`config.mk`:
```
export PLATFORM = sky130hd
export DESIGN_NAME = rtt_top
export DESIGN_NICKNAME = d
export VERILOG_FILES = /design/src/hw/rtt_fifo.v /design/src/hw/rtt_top.v
export VERILOG_INCLUDE_DIRS = /design/src /design/src/hw
export SDC_FILE = /design/constraint.sdc
export NUM_CORES = 2
export LEC_CHECK = 0
export BUFFER_PORTS_ARGS = -buffer_cell sky130_fd_sc_hd__buf_2
export CORE_UTILIZATION = 55
export DETAILED_ROUTE_END_ITERATION = 7
export PLACE_DENSITY = 0.7
export SYNTH_ARGS = -nofsm -noshare
export SYNTH_HDL_FRONTEND = slang
export SYNTH_SLANG_ARGS = --single-unit
```
`constraint.sdc`:
```
create_clock -name i_sys_clk -period 5.45 [get_ports i_sys_clk]
set_input_delay 1.09 -clock i_sys_clk [delete_from_list [all_inputs] [get_ports i_sys_clk]]
set_output_delay 1.09 -clock i_sys_clk [all_outputs]
set_load 0.005 [all_outputs]
```
`src/hw/rtt_map.vh`:
```
// Register map, field values and reset values of the re-arm trigger and timestamp block.
`ifndef RTT_MAP_VH
`define RTT_MAP_VH

// ----------------------------------------------------------------------------
// Register offsets
// ----------------------------------------------------------------------------
`define RTT_OFS_TRIG_MODE   16'h9EA2
`define RTT_OFS_TRIG_THR    16'hA4D8
`define RTT_OFS_REARM_THR   16'hA53C
`define RTT_OFS_STAMP_CMD   16'hB798

// ----------------------------------------------------------------------------
// Trigger mode flags and combined values
// ----------------------------------------------------------------------------
`define RTT_RISING_SELECT_FLAG      32'h00000001
`define RTT_FALLING_SELECT_FLAG     32'h00000002
`define RTT_REARM_ENABLE_FLAG       32'h01000000
`define RTT_HYSTERESIS_ENABLE_FLAG  32'h20000000
`define RTT_MODE_REARM_POS          32'h21000001
`define RTT_MODE_REARM_NEG          32'h21000002

// ----------------------------------------------------------------------------
// Timestamp command values
// ----------------------------------------------------------------------------
`define RTT_STAMP_DISABLE           32'h00000000
`define RTT_STAMP_RESET_CMD         32'h00000001
`define RTT_STAMP_MANUAL_RESET_MODE 32'h00000002
`define RTT_STAMP_START_RESET_MODE  32'h00000004
`define RTT_STAMP_MODE_MASK         32'h00000006

// ----------------------------------------------------------------------------
// Reset values
// ----------------------------------------------------------------------------
`define RTT_RST_TRIG_MODE   32'h00000000
`define RTT_RST_THR         32'h00000000
`define RTT_RST_STAMP_MODE  32'h00000002

`endif

```
`src/hw/rtt_fifo.v`:
```
// Timestamp FIFO with a registered output stage and valid/ready on both sides.
`timescale 1ns/1ps
module rtt_fifo #(
  parameter WIDTH = 64,
  parameter DEPTH = 16,
  parameter AW    = 4
) (
  // Clock and reset
  input  wire             i_sys_clk,
  input  wire             i_rst,
  // Filling side
  input  wire             i_in_valid,
  input  wire [WIDTH-1:0] i_in_data,
  output reg              o_in_ready,
  // Draining side
  output reg              o_out_valid,
  output reg  [WIDTH-1:0] o_out_data,
  input  wire             i_out_ready
);

  reg  [WIDTH-1:0] mem_q [0:DEPTH-1];
  reg  [AW-1:0]    wr_ptr_q;
  reg  [AW-1:0]    rd_ptr_q;
  reg  [AW:0]      count_q;
  wire             push;
  wire             pop;

  // The output register refills from a non-empty store whenever it is empty or being taken.
  assign push = i_in_valid && o_in_ready;
  assign pop  = (count_q != {(AW+1){1'b0}}) && (!o_out_valid || i_out_ready);

  always @(posedge i_sys_clk)
  begin
    if (push)
      mem_q[wr_ptr_q] <= i_in_data;
  end

  always @(posedge i_sys_clk)
  begin
    if (i_rst)
    begin
      wr_ptr_q    <= {AW{1'b0}};
      rd_ptr_q    <= {AW{1'b0}};
      count_q     <= {(AW+1){1'b0}};
      o_in_ready  <= 1'b1;
      o_out_valid <= 1'b0;
      o_out_data  <= {WIDTH{1'b0}};
    end
    else
    begin
      if (push)
        wr_ptr_q <= wr_ptr_q + {{(AW-1){1'b0}}, 1'b1};
      if (pop)
      begin
        rd_ptr_q   <= rd_ptr_q + {{(AW-1){1'b0}}, 1'b1};
        o_out_data <= mem_q[rd_ptr_q];
      end
      if (pop)
        o_out_valid <= 1'b1;
      else if (i_out_ready)
        o_out_valid <= 1'b0;
      if (push && !pop)
      begin
        count_q    <= count_q + {{AW{1'b0}}, 1'b1};
        o_in_ready <= (count_q + {{AW{1'b0}}, 1'b1}) < DEPTH;
      end
      else if (pop && !push)
      begin
        count_q    <= count_q - {{AW{1'b0}}, 1'b1};
        o_in_ready <= 1'b1;
      end
    end
  end

endmodule // rtt_fifo

```
`src/hw/rtt_top.v`:
```
// Re-arm hysteresis trigger engine with gate output and sample-count timestamp capture.
`timescale 1ns/1ps
`include "rtt_map.vh"
module rtt_top #(
  parameter SMP_W   = 16,
  parameter STAMP_W = 64,
  parameter DEPTH   = 16,
  parameter AW      = 4
) (
  // Clock and reset
  input  wire               i_sys_clk,
  input  wire               i_rst,
  // Register port
  input  wire               i_reg_wr,
  input  wire               i_reg_rd,
  input  wire [15:0]        i_reg_addr,
  input  wire [31:0]        i_reg_wdata,
  output reg  [31:0]        o_reg_rdata,
  output reg                o_reg_ack,
  // Acquisition control
  input  wire               i_card_start,
  input  wire               i_card_stop,
  // Sample stream
  input  wire               i_smp_valid,
  input  wire [SMP_W-1:0]   i_smp_data,
  // Trigger outputs
  output reg                o_gate,
  output reg                o_trig_pulse,
  output reg                o_armed,
  output reg                o_stamp_lost,
  // Timestamp stream
  output wire               o_stamp_valid,
  output wire [STAMP_W-1:0] o_stamp_data,
  input  wire               i_stamp_ready
);

  // --------------------------------------------------------------------------
  // Engine states
  // --------------------------------------------------------------------------
  localparam [1:0] ST_DISARMED = 2'b01;
  localparam [1:0] ST_ARMED    = 2'b10;

  reg  [31:0]        trig_mode_q;
  reg  [31:0]        trig_thr_q;
  reg  [31:0]        rearm_thr_q;
  reg  [31:0]        stamp_mode_q;
  reg  [1:0]         state_q;
  reg  [1:0]         state_d;
  reg                gate_d;
  reg                fire_d;
  reg                running_q;
  reg                have_prev_q;
  reg  [SMP_W-1:0]   prev_q;
  reg  [STAMP_W-1:0] stamp_cnt_q;
  wire               wr_mode;
  wire               wr_cmd;
  wire               mode_pos;
  wire               mode_neg;
  wire               sample_ok;
  wire               trg_up;
  wire               trg_dn;
  wire               arm_up;
  wire               arm_dn;
  wire               cmd_reset;
  wire               start_reset;
  wire               stamp_en;
  wire               fifo_ready;
  wire [31:0]        cmd_mode_field;

  // --------------------------------------------------------------------------
  // Crossing detection
  // --------------------------------------------------------------------------
  // A crossing needs the previous sample below (or at and above) the level
  // and the current sample on the other side; the level is taken signed.
  function cross_up;
    input [SMP_W-1:0] prev;
    input [SMP_W-1:0] cur;
    input [SMP_W-1:0] lvl;
    begin
      cross_up = ($signed(prev) < $signed(lvl)) && ($signed(cur) >= $signed(lvl));
    end
  endfunction

  function cross_dn;
    input [SMP_W-1:0] prev;
    input [SMP_W-1:0] cur;
    input [SMP_W-1:0] lvl;
    begin
      cross_dn = ($signed(prev) >= $signed(lvl)) && ($signed(cur) < $signed(lvl));
    end
  endfunction

  assign mode_pos  = (trig_mode_q == `RTT_MODE_REARM_POS);
  assign mode_neg  = (trig_mode_q == `RTT_MODE_REARM_NEG);
  assign sample_ok = i_smp_valid && have_prev_q && running_q;
  // Levels come from software-written registers, low bits only.
  assign trg_up = sample_ok && cross_up(prev_q, i_smp_data, trig_thr_q[SMP_W-1:0]);
  assign trg_dn = sample_ok && cross_dn(prev_q, i_smp_data, trig_thr_q[SMP_W-1:0]);
  assign arm_up = sample_ok && cross_up(prev_q, i_smp_data, rearm_thr_q[SMP_W-1:0]);
  assign arm_dn = sample_ok && cross_dn(prev_q, i_smp_data, rearm_thr_q[SMP_W-1:0]);

  // --------------------------------------------------------------------------
  // Register port
  // --------------------------------------------------------------------------
  assign wr_mode = i_reg_wr && (i_reg_addr == `RTT_OFS_TRIG_MODE);
  assign wr_cmd  = i_reg_wr && (i_reg_addr == `RTT_OFS_STAMP_CMD);
  assign cmd_mode_field = i_reg_wdata & `RTT_STAMP_MODE_MASK;

  always @(posedge i_sys_clk)
  begin
    if (i_rst)
    begin
      trig_mode_q  <= `RTT_RST_TRIG_MODE;
      trig_thr_q   <= `RTT_RST_THR;
      rearm_thr_q  <= `RTT_RST_THR;
      stamp_mode_q <= `RTT_RST_STAMP_MODE;
    end
    else if (i_reg_wr)
    begin
      case (i_reg_addr)
        `RTT_OFS_TRIG_MODE: trig_mode_q <= i_reg_wdata;
        `RTT_OFS_TRIG_THR:  trig_thr_q  <= i_reg_wdata;
        `RTT_OFS_REARM_THR: rearm_thr_q <= i_reg_wdata;
        `RTT_OFS_STAMP_CMD:
        begin
          // A pure reset command leaves the mode alone.
          if (cmd_mode_field != 32'h00000000)
            stamp_mode_q <= cmd_mode_field;
          else if (i_reg_wdata == `RTT_STAMP_DISABLE)
            stamp_mode_q <= `RTT_STAMP_DISABLE;
        end
        default: ;
      endcase
    end
  end

  always @(posedge i_sys_clk)
  begin
    if (i_rst)
    begin
      o_reg_rdata <= 32'h00000000;
      o_reg_ack   <= 1'b0;
    end
    else
    begin
      o_reg_ack <= i_reg_wr || i_reg_rd;
      if (i_reg_rd)
      begin
        case (i_reg_addr)
          `RTT_OFS_TRIG_MODE: o_reg_rdata <= trig_mode_q;
          `RTT_OFS_TRIG_THR:  o_reg_rdata <= trig_thr_q;
          `RTT_OFS_REARM_THR: o_reg_rdata <= rearm_thr_q;
          `RTT_OFS_STAMP_CMD: o_reg_rdata <= stamp_mode_q;
          default:            o_reg_rdata <= 32'h00000000;
        endcase
      end
      else
        o_reg_rdata <= 32'h00000000;
    end
  end

  // --------------------------------------------------------------------------
  // Acquisition run state and previous sample
  // --------------------------------------------------------------------------
  always @(posedge i_sys_clk)
  begin
    if (i_rst)
    begin
      running_q   <= 1'b0;
      have_prev_q <= 1'b0;
      prev_q      <= {SMP_W{1'b0}};
    end
    else
    begin
      if (i_card_start)
        running_q <= 1'b1;
      else if (i_card_stop)
        running_q <= 1'b0;
      // Start and mode writes drop the history so that a level already
      // beyond a threshold does not count as a crossing.
      if (i_card_start || wr_mode || !running_q)
        have_prev_q <= 1'b0;
      else if (i_smp_valid)
        have_prev_q <= 1'b1;
      if (i_smp_valid)
        prev_q <= i_smp_data;
    end
  end

  // --------------------------------------------------------------------------
  // Re-arm trigger engine
  // --------------------------------------------------------------------------
  always @*
  begin
    state_d = state_q;
    gate_d  = o_gate;
    fire_d  = 1'b0;
    case (state_q)
      ST_DISARMED:
      begin
        if (mode_pos && arm_up)
          state_d = ST_ARMED;
        else if (mode_neg && arm_dn)
          state_d = ST_ARMED;
        // Trigger crossings are not looked at here.
      end
      ST_ARMED:
      begin
        if (mode_pos && trg_up)
        begin
          fire_d  = 1'b1;
          state_d = ST_DISARMED;
        end
        else if (mode_neg && trg_dn)
        begin
          fire_d  = 1'b1;
          state_d = ST_DISARMED;
        end
      end
      default: state_d = ST_DISARMED;
    endcase
    // Closing is independent of the armed state; a fire in the same
    // sample as a close leaves the gate open.
    if (mode_pos && arm_dn)
      gate_d = 1'b0;
    if (mode_neg && arm_up)
      gate_d = 1'b0;
    if (fire_d)
      gate_d = 1'b1;
    if (!mode_pos && !mode_neg)
    begin
      state_d = ST_DISARMED;
      gate_d  = 1'b0;
    end
  end

  always @(posedge i_sys_clk)
  begin
    if (i_rst)
    begin
      state_q      <= ST_DISARMED;
      o_gate       <= 1'b0;
      o_trig_pulse <= 1'b0;
      o_armed      <= 1'b0;
    end
    else if (wr_mode || i_card_start)
    begin
      state_q      <= ST_DISARMED;
      o_gate       <= 1'b0;
      o_trig_pulse <= 1'b0;
      o_armed      <= 1'b0;
    end
    else
    begin
      state_q      <= state_d;
      o_gate       <= gate_d;
      o_trig_pulse <= fire_d;
      o_armed      <= (state_d == ST_ARMED);
    end
  end

  // --------------------------------------------------------------------------
  // Timestamp counter
  // --------------------------------------------------------------------------
  assign stamp_en    = (stamp_mode_q != `RTT_STAMP_DISABLE);
  assign cmd_reset   = wr_cmd && ((i_reg_wdata & `RTT_STAMP_RESET_CMD) != 32'h00000000)
                       && (stamp_mode_q == `RTT_STAMP_MANUAL_RESET_MODE);
  assign start_reset = i_card_start
                       && (stamp_mode_q == `RTT_STAMP_START_RESET_MODE);

  always @(posedge i_sys_clk)
  begin
    if (i_rst)
      stamp_cnt_q <= {STAMP_W{1'b0}};
    else if (cmd_reset || start_reset)
      stamp_cnt_q <= {STAMP_W{1'b0}};
    else if (i_smp_valid)
      stamp_cnt_q <= stamp_cnt_q + {{(STAMP_W-1){1'b0}}, 1'b1};
  end

  // --------------------------------------------------------------------------
  // Timestamp capture
  // --------------------------------------------------------------------------
  // The stamp taken is the count of samples before the triggering one,
  // raw, whatever acquisition mode the card runs in.
  always @(posedge i_sys_clk)
  begin
    if (i_rst)
      o_stamp_lost <= 1'b0;
    else if (fire_d && stamp_en && !fifo_ready && !wr_mode && !i_card_start)
      o_stamp_lost <= 1'b1;
    else if (i_card_start)
      o_stamp_lost <= 1'b0;
  end

  rtt_fifo #(
    .WIDTH (STAMP_W),
    .DEPTH (DEPTH),
    .AW    (AW)
  ) u_stamp_fifo (
    .i_sys_clk   (i_sys_clk),
    .i_rst       (i_rst),
    .i_in_valid  (fire_d && stamp_en && !wr_mode && !i_card_start),
    .i_in_data   (stamp_cnt_q),
    .o_in_ready  (fifo_ready),
    .o_out_valid (o_stamp_valid),
    .o_out_data  (o_stamp_data),
    .i_out_ready (i_stamp_ready)
  );

endmodule // rtt_top
```
**Yosys cells after proc, flatten, opt, wreduce, memory -nomap -nowiden**

Memory sizes are Yosys's and may differ from the RTL's. A register that Yosys moved wholly into a read port is not among the register bits.
Cells that the tools add are included.

- Register bits after elaboration: 264
- Latch bits: 0
- Memory bits (writable): 1024
- ROM bits: 0
- Input bits: 72
- Memories: 1

- $add $sub $neg: 6
- Multipliers: 0
- Divide/modulo/power cells: 0
- $lt $le $gt $ge: 9
- Equal/unequal tests: 11
- Shifts and indexed selects: 0
- Multiplexer cells: 27
- Bitwise logic cells: 1
- Reductions and logical operators: 65

Memory list:

| name | depth | width | rd ports | clocked after memory_dff | wr ports | RTL line | RTL |
|---|---|---|---|---|---|---|---|
| u_stamp_fifo.mem_q | 16 | 64 | 1 | 1 | 1 | rtt_fifo.v:21 | `reg [WIDTH-1:0] mem_q [0:DEPTH-1];` |

Operator list:

| operator | count |
|---|---|
| case mux 32 bit (4 select lines) | 1 |
| adder 64 x 1 -> 64 bit (second input constant) | 1 |
| == test 16 bit (second input constant) | 4 |
| == test 32 x 30 -> 1 bit (second input constant) | 2 |
| greater-or-equal comparator 16 bit | 4 |
| < comparator 16 bit | 4 |
| two-way mux 32 bit | 2 |
| nonzero test 32 bit | 2 |
| == test 32 x 2 -> 1 bit (second input constant) | 1 |
| == test 32 x 3 -> 1 bit (second input constant) | 1 |
| logical AND 1 bit | 32 |
| zero test 32 bit | 1 |
| < comparator 32 x 5 -> 1 bit (second input constant) | 1 |
| two-way mux 1 bit | 16 |
| two-way mux 2 bit | 5 |
| two-way mux 5 bit | 2 |
| nonzero test 2 bit | 5 |
| zero test 1 bit | 9 |
| adder 4 x 1 -> 4 bit (second input constant) | 2 |
| OR reduction 2 bit | 4 |
| adder 5 x 1 -> 6 bit (second input constant) | 1 |
| AND reduction 2 bit | 3 |
| adder 5 x 1 -> 5 bit (second input constant) | 1 |
| logical OR 1 bit | 5 |
| other kinds (9) | 10 |

**Longest topological paths before layout**

- Depth in word-level cells: 15
- Mapped depth: 19
- Mapped depth without buffers: 18

**Cells and area by module**

A second synthesis with hierarchy kept.

- Cell total of the unflattened synthesis: 3185
- Area total of the unflattened synthesis: 52039.9 um^2

Modules (own cells, without submodules):

| module | times used | cells an instance | area an instance (um^2) |
|---|---|---|---|
| rtt_fifo | 1 | 1936 | 41616.2 |
| rtt_top | 1 | 1249 | 10423.7 |

**Least setup slack after synthesis**

No wires, ideal clock.

- Path kind: in2reg
- Start: in i_smp_data[15]
- End: mem u_stamp_fifo.mem_q[11][0], enable pin
- Library setup time: 0.429 ns
- Arrival: 4.649 ns
- Required time: 5.021 ns
- Setup slack: 0.372 ns
- Stages: 10
- Path buffers: 1
- Path through: ha_1 -> nand4_1 -> nor3_1 -> o21ai_0 -> and4_1 -> a211oi_1 -> a22o_1 -> and2_1 -> buf_2 -> and3_1

- Longest elaborated chain between the ends: 13

RTL lines:

| what | RTL line | RTL |
|---|---|---|
| start: declaration | rtt_top.v:25 | `input wire [SMP_W-1:0] i_smp_data,` |
| < comparator 16 bit | rtt_top.v:89 | `cross_dn = ($signed(prev) >= $signed(lvl)) && ($signed(cur) < $signed(lvl));` |
| logical AND 1 bit | rtt_top.v:89 |  |
| logical AND 1 bit | rtt_top.v:98 | `assign trg_dn = sample_ok && cross_dn(prev_q, i_smp_data, trig_thr_q[SMP_W-1:0]);` |
| logical AND 1 bit | rtt_top.v:214 | `else if (mode_neg && trg_dn)` |
| two-way mux 1 bit | rtt_top.v:214 |  |
| two-way mux 1 bit * | rtt_top.v:209 | `if (mode_pos && trg_up)` |
| two-way mux 1 bit * | rtt_top.v:198 | `case (state_q)` |
| logical AND 1 bit * (3 in series) | rtt_top.v:303 | `.i_in_valid (fire_d && stamp_en && !wr_mode && !i_card_start),` |
| logical AND 1 bit * | rtt_fifo.v:29 | `assign push = i_in_valid && o_in_ready;` |
| via u_stamp_fifo.push | rtt_fifo.v:25 | `wire push;` |
| two-way mux 1 bit * | rtt_fifo.v:34 | `if (push)` |
| two-way mux 1 bit (not written as such) * | rtt_fifo.v:35 | `mem_q[wr_ptr_q] <= i_in_data;` |
| end: declaration | rtt_fifo.v:21 |  |

Mark *: on every way through the listed nets, which the timed path passes. The rest lies on a longest branch.

**Worst setup path after layout**

- Start: reg trig_thr_q[11]
- End: reg u_stamp_fifo.count_q[4]

- Longest elaborated chain between the ends: 14

RTL lines:

| what | RTL line | RTL |
|---|---|---|
| start: declaration | rtt_top.v:44 | `reg [31:0] trig_thr_q;` |
| start signal: assignment | rtt_top.v:114 | `` trig_thr_q <= `RTT_RST_THR; `` |
| start signal: assignment | rtt_top.v:122 | `` `RTT_OFS_TRIG_THR: trig_thr_q <= i_reg_wdata; `` |
| greater-or-equal comparator 16 bit or < comparator 16 bit (tied branches) | rtt_top.v:89 |  |
| logical AND 1 bit | rtt_top.v:89 |  |
| logical AND 1 bit | rtt_top.v:98 |  |
| logical AND 1 bit | rtt_top.v:214 |  |
| two-way mux 1 bit | rtt_top.v:214 |  |
| two-way mux 1 bit * | rtt_top.v:209 |  |
| two-way mux 1 bit * | rtt_top.v:198 |  |
| logical AND 1 bit * (3 in series) | rtt_top.v:303 |  |
| logical AND 1 bit * | rtt_fifo.v:29 |  |
| zero test 1 bit | rtt_fifo.v:67 | `else if (pop && !push)` |
| logical AND 1 bit | rtt_fifo.v:67 |  |
| nonzero test 2 bit (no source line) | -- |  |
| end signal: assignment | rtt_fifo.v:44 | `count_q <= {(AW+1){1'b0}};` |
| end signal: assignment | rtt_fifo.v:64 | `count_q <= count_q + {{AW{1'b0}}, 1'b1};` |
| end signal: assignment | rtt_fifo.v:69 | `count_q <= count_q - {{AW{1'b0}}, 1'b1};` |
| end: declaration | rtt_fifo.v:24 | `reg [AW:0] count_q;` |

Mark *: on every way between the ends. The rest lies on a longest branch, timed or not.
A chain may end at the register's enable or synchronous reset.

==> flow_metrics.py <==
metrics = {
    "outcome": {
        "status": "finished, violations left",
        "violations": "design-rule violations",
    },
    "synthesis": {
        "async_flop_share": 0,
        "synthTopCellsByArea": "edfxtp_1, mux4_2, dfxtp_1, nand2_1, a21oi_1",
        "synth_simple_gate_area_frac": 0.0662,
        "ys_seq_elements": 1322,
        "synth_top_area_frac": 0.595,
        "synth_edf_count": 1024,
        "syn_area_um2": 51700,
        "synthAdderAreaFrac": 0.0188,
        "synth_area_per_cell_um2": 16.9,
        "synth_cell_types": 68,
        "synthFlopType": "edfxtp_1",
        "yosys_warnings": 0,
        "synthCells": 3054,
        "yosys.area.top_type": "edfxtp_1",
        "yosysSeqAreaShare": 0.710,
        "synth_compound_area_frac": 0.0343,
        "synthMuxAreaShare": 0.143,
        "synth_xor_area_frac": 0.0119,
        "synth_top_family_by_area": "multiplexers",
        "synth_nets": 3203,
    },
    "timing": {
        "whs_ns": 0.450,
        "tns_ns": 0,
        "fin_crit_ns": 4.38,
        "hold_viol_final": 0,
        "setup_viol": 0,
        "skew_ns": 0.0351,
        "fmax_ghz": 0.228,
        "slew_headroom": 0.263,
        "setup_ws_ns": 1.07,
        "tightest_slew_ns": 1.10,
        "fin_crit_sh": 0.804,
        "finalMaxSlewViolations": 0,
        "rsz0062_at_grt": "no",
    },
    "drt": {
        "postRouteAntennaNets": 0,
        "vias_per_cell": 6.26,
        "vias": 29100,
        "drc_errors": 2,
        "first_pass_iters": 8,
        "wire_per_inst_um": 26.7,
        "wirelength_um": 124000,
        "drt_iter0_drc": 3526,
    },
    "grt": {
        "grt-busiest-layer": "met2",
        "use_met3": 0.0460,
        "grt_util_all_layers": 0.265,
        "grt_max_degree": 102,
        "antenna_found_initial": 3,
        "met1_usage": 0.379,
        "overflow": 0,
        "met2_usage": 0.415,
        "grt_pass1_vias": 29100,
        "grt_pass1_wl_um": 185000,
    },
    "worst_setup_path": {
        "cp.required_ns": 6.12,
        "reg2regPathDepth": 16,
        "setup.worst_path.class": "flop to flop",
        "crit_arrival_ns": 5.05,
        "regToRegSetupSlack_ns": 1.07,
        "rr_endpoint": "u_stamp_fifo.count_q[4]",
        "r2r-start": "trig_thr_q[11]",
        "start_kind": "flop",
        "end_kind": "flop",
        "crit_fanout": 5,
    },
    "clocking": {
        "cts_root_buf": "clkbuf_16",
        "clk_pin_slew_ns": 0.06,
        "cts_repair_resize_count": 0,
        "htree_levels": 4,
        "cts.sinks": 1322,
        "cts.path.max_buffers": 3,
        "post_cts_buffers": 0,
        "ctsHoldBuffers": 0,
        "cts_buffers": 135,
        "insertion_delay_ns": 0.74,
        "cts_tree": "yes",
    },
    "layout": {
        "diodes": 0,
        "drive_above_1_share": 0.238,
        "fin_cells": 4649,
        "nets": 3433,
        "area.sequential_um2": 36700,
        "final_cell_mix": "edfxtp_1, nand2_1, mux4_2, dfxtp_1, a21oi_1",
        "mostFrequentLayoutCell": "edfxtp_1",
        "nFillCells": 6391,
        "finalCoreUtilization": 0.634,
        "multi_input_area_um2": 14300,
        "syn_to_final_growth_pct": 14.2,
    },
    "pwr": {
        "ir_drop_uv": 316,
        "leakagePower_nw": 21.4,
        "p_per_area_nw_per_um2": 383,
    },
    "hold_path": {
        "hp-class": "flop to flop",
        "holdCritStartpoint": "u_stamp_fifo.o_out_data[12]",
        "min_path_cells": 2,
        "hold_end": "u_stamp_fifo.o_out_data[12]",
    },
    "placed_design": {
        "io_buffers": 173,
        "gp_congestion": 0.920,
        "dp_hpwl_um": 75200,
        "pre_cts_slack_ns": 0.452,
        "place_inst": 4401,
    },
    "floorplanning": {
        "start_util": 0.555,
        "ios": 174,
        "core_um2": 93200,
        "dieWidth_um": 309,
        "rows": 112,
        "dieArea_um2": 95200,
        "dieHeight_um": 309,
    },
    "job": {
        "maxCapViolCount": 0,
    },
}
==> Yosys cell counts, drive strengths merged (3+ instances only) <==
cell,number
nand4b,3
a221oi,4
o21ai,12
clkbuf,117
xnor2,37
a22oi,6
buf,43
a222oi,30
mux4,320
or2,3
nor3,14
and4,10
dfxtp,298
o31ai,6
or3,4
nand3,62
or4,9
nand4,40
a21o,9
o211ai,5
nor2,165
mux2i,18
and2,7
xor2,33
nand2,339
edfxtp,1024
nor4b,3
and3,29
nor2b,16
inv,53
nor4,23
o21a,5
a211oi,3
nand2b,7
a21oi,197
ha,76
==> worst max-delay path, stage by stage, from the launching register on <==
cell and delay, ns:
dfxtp_1 0.36, inv_1 0.15, ha_1 0.35, nand4_1 0.23
a2111oi_1 0.69, o31ai_1 0.19, a211oi_1 0.36, a22o_1 0.22
and2_1 0.16, ha_1 0.20, inv_1 0.11, fa_1 0.42
a21o_1 0.18, a21oi_1 0.17, xnor2_1 0.09, or3_1 0.31
a21oi_1 0.13
==> power by group <==
| part | switching [mW] | internal [mW] | leakage, nW |
|---|---|---|---|
| logic | 1.47 | 0.983 | 5.23 |
| registers | 0.202 | 10.8 | 14.0 |
| clock network | 3.80 | 5.39 | 2.16 |
| total | 5.46 | 17.2 | 21.4 |
==> routing by layer <==
metal | wire, um | part of all wire
met5 | 0 | 0
met4 | 3700 | 0.030
met3 | 10600 | 0.086
met2 | 59200 | 0.48
met1 | 50600 | 0.41
==> how the worst max path moves through the flow <==
stage | start | endpoint | cells past startpoint
after CTS | trig_thr_q[11] | u_stamp_fifo.count_q[4] | 16
final | trig_thr_q[11] | u_stamp_fifo.count_q[4] | 16
after global placement | i_smp_data[15] | u_stamp_fifo.count_q[4] | 17
after global routing | trig_thr_q[11] | u_stamp_fifo.count_q[4] | 16
after floorplan | i_smp_data[15] | u_stamp_fifo.mem_q[11][0] | 10
after detailed placement | i_smp_data[15] | u_stamp_fifo.count_q[4] | 17
==> stage by stage <==
| stage | power (mW) | instance area (um^2) |
|---|---|---|
| after detailed placement | 13.7 | 54600 |
| after global routing | 23.3 | 59000 |
| after floorplan | 12.9 | 51700 |
| after CTS | 22.8 | 59000 |
| final | 22.6 | 59000 |
| after global placement | 13.7 | 54600 |
==> flip-flops by register name, summed over array words and instances (netlist names), 2 cells and up <==
name and flops:
u_stamp_fifo.mem_q 1024, prev_q 16, u_stamp_fifo.rd_ptr_q 4, state_q 2, o_reg_rdata 32, trig_mode_q 32, u_stamp_fifo.wr_ptr_q 4, trig_thr_q 32
rearm_thr_q 32, stamp_mode_q 2, stamp_cnt_q 64, u_stamp_fifo.o_out_data 64, u_stamp_fifo.count_q 5
==> logic make-up (layout without fill, tap and decap cells) <==
logic type	count (synthesis)	after routing
AOI/OAI and AO/OA	293	293
xor gates and xnor gates	70	70
adders and majority gates	77	77
buffers and inverters	213	554
DFF	1322	1322
muxes	339	339
and+or+nand+nor	740	740
==> final cells by class <==
class	instances	share of cell area
sequential	1322	0.622
multi-input combinational	1519	0.242
clock buffer	179	0.0637
timing repair buffer	253	0.0307
tap	1254	0.0266
clock inverter	69	0.0114
inverter	53	0.00339
Power figures use the tool's default switching activity.
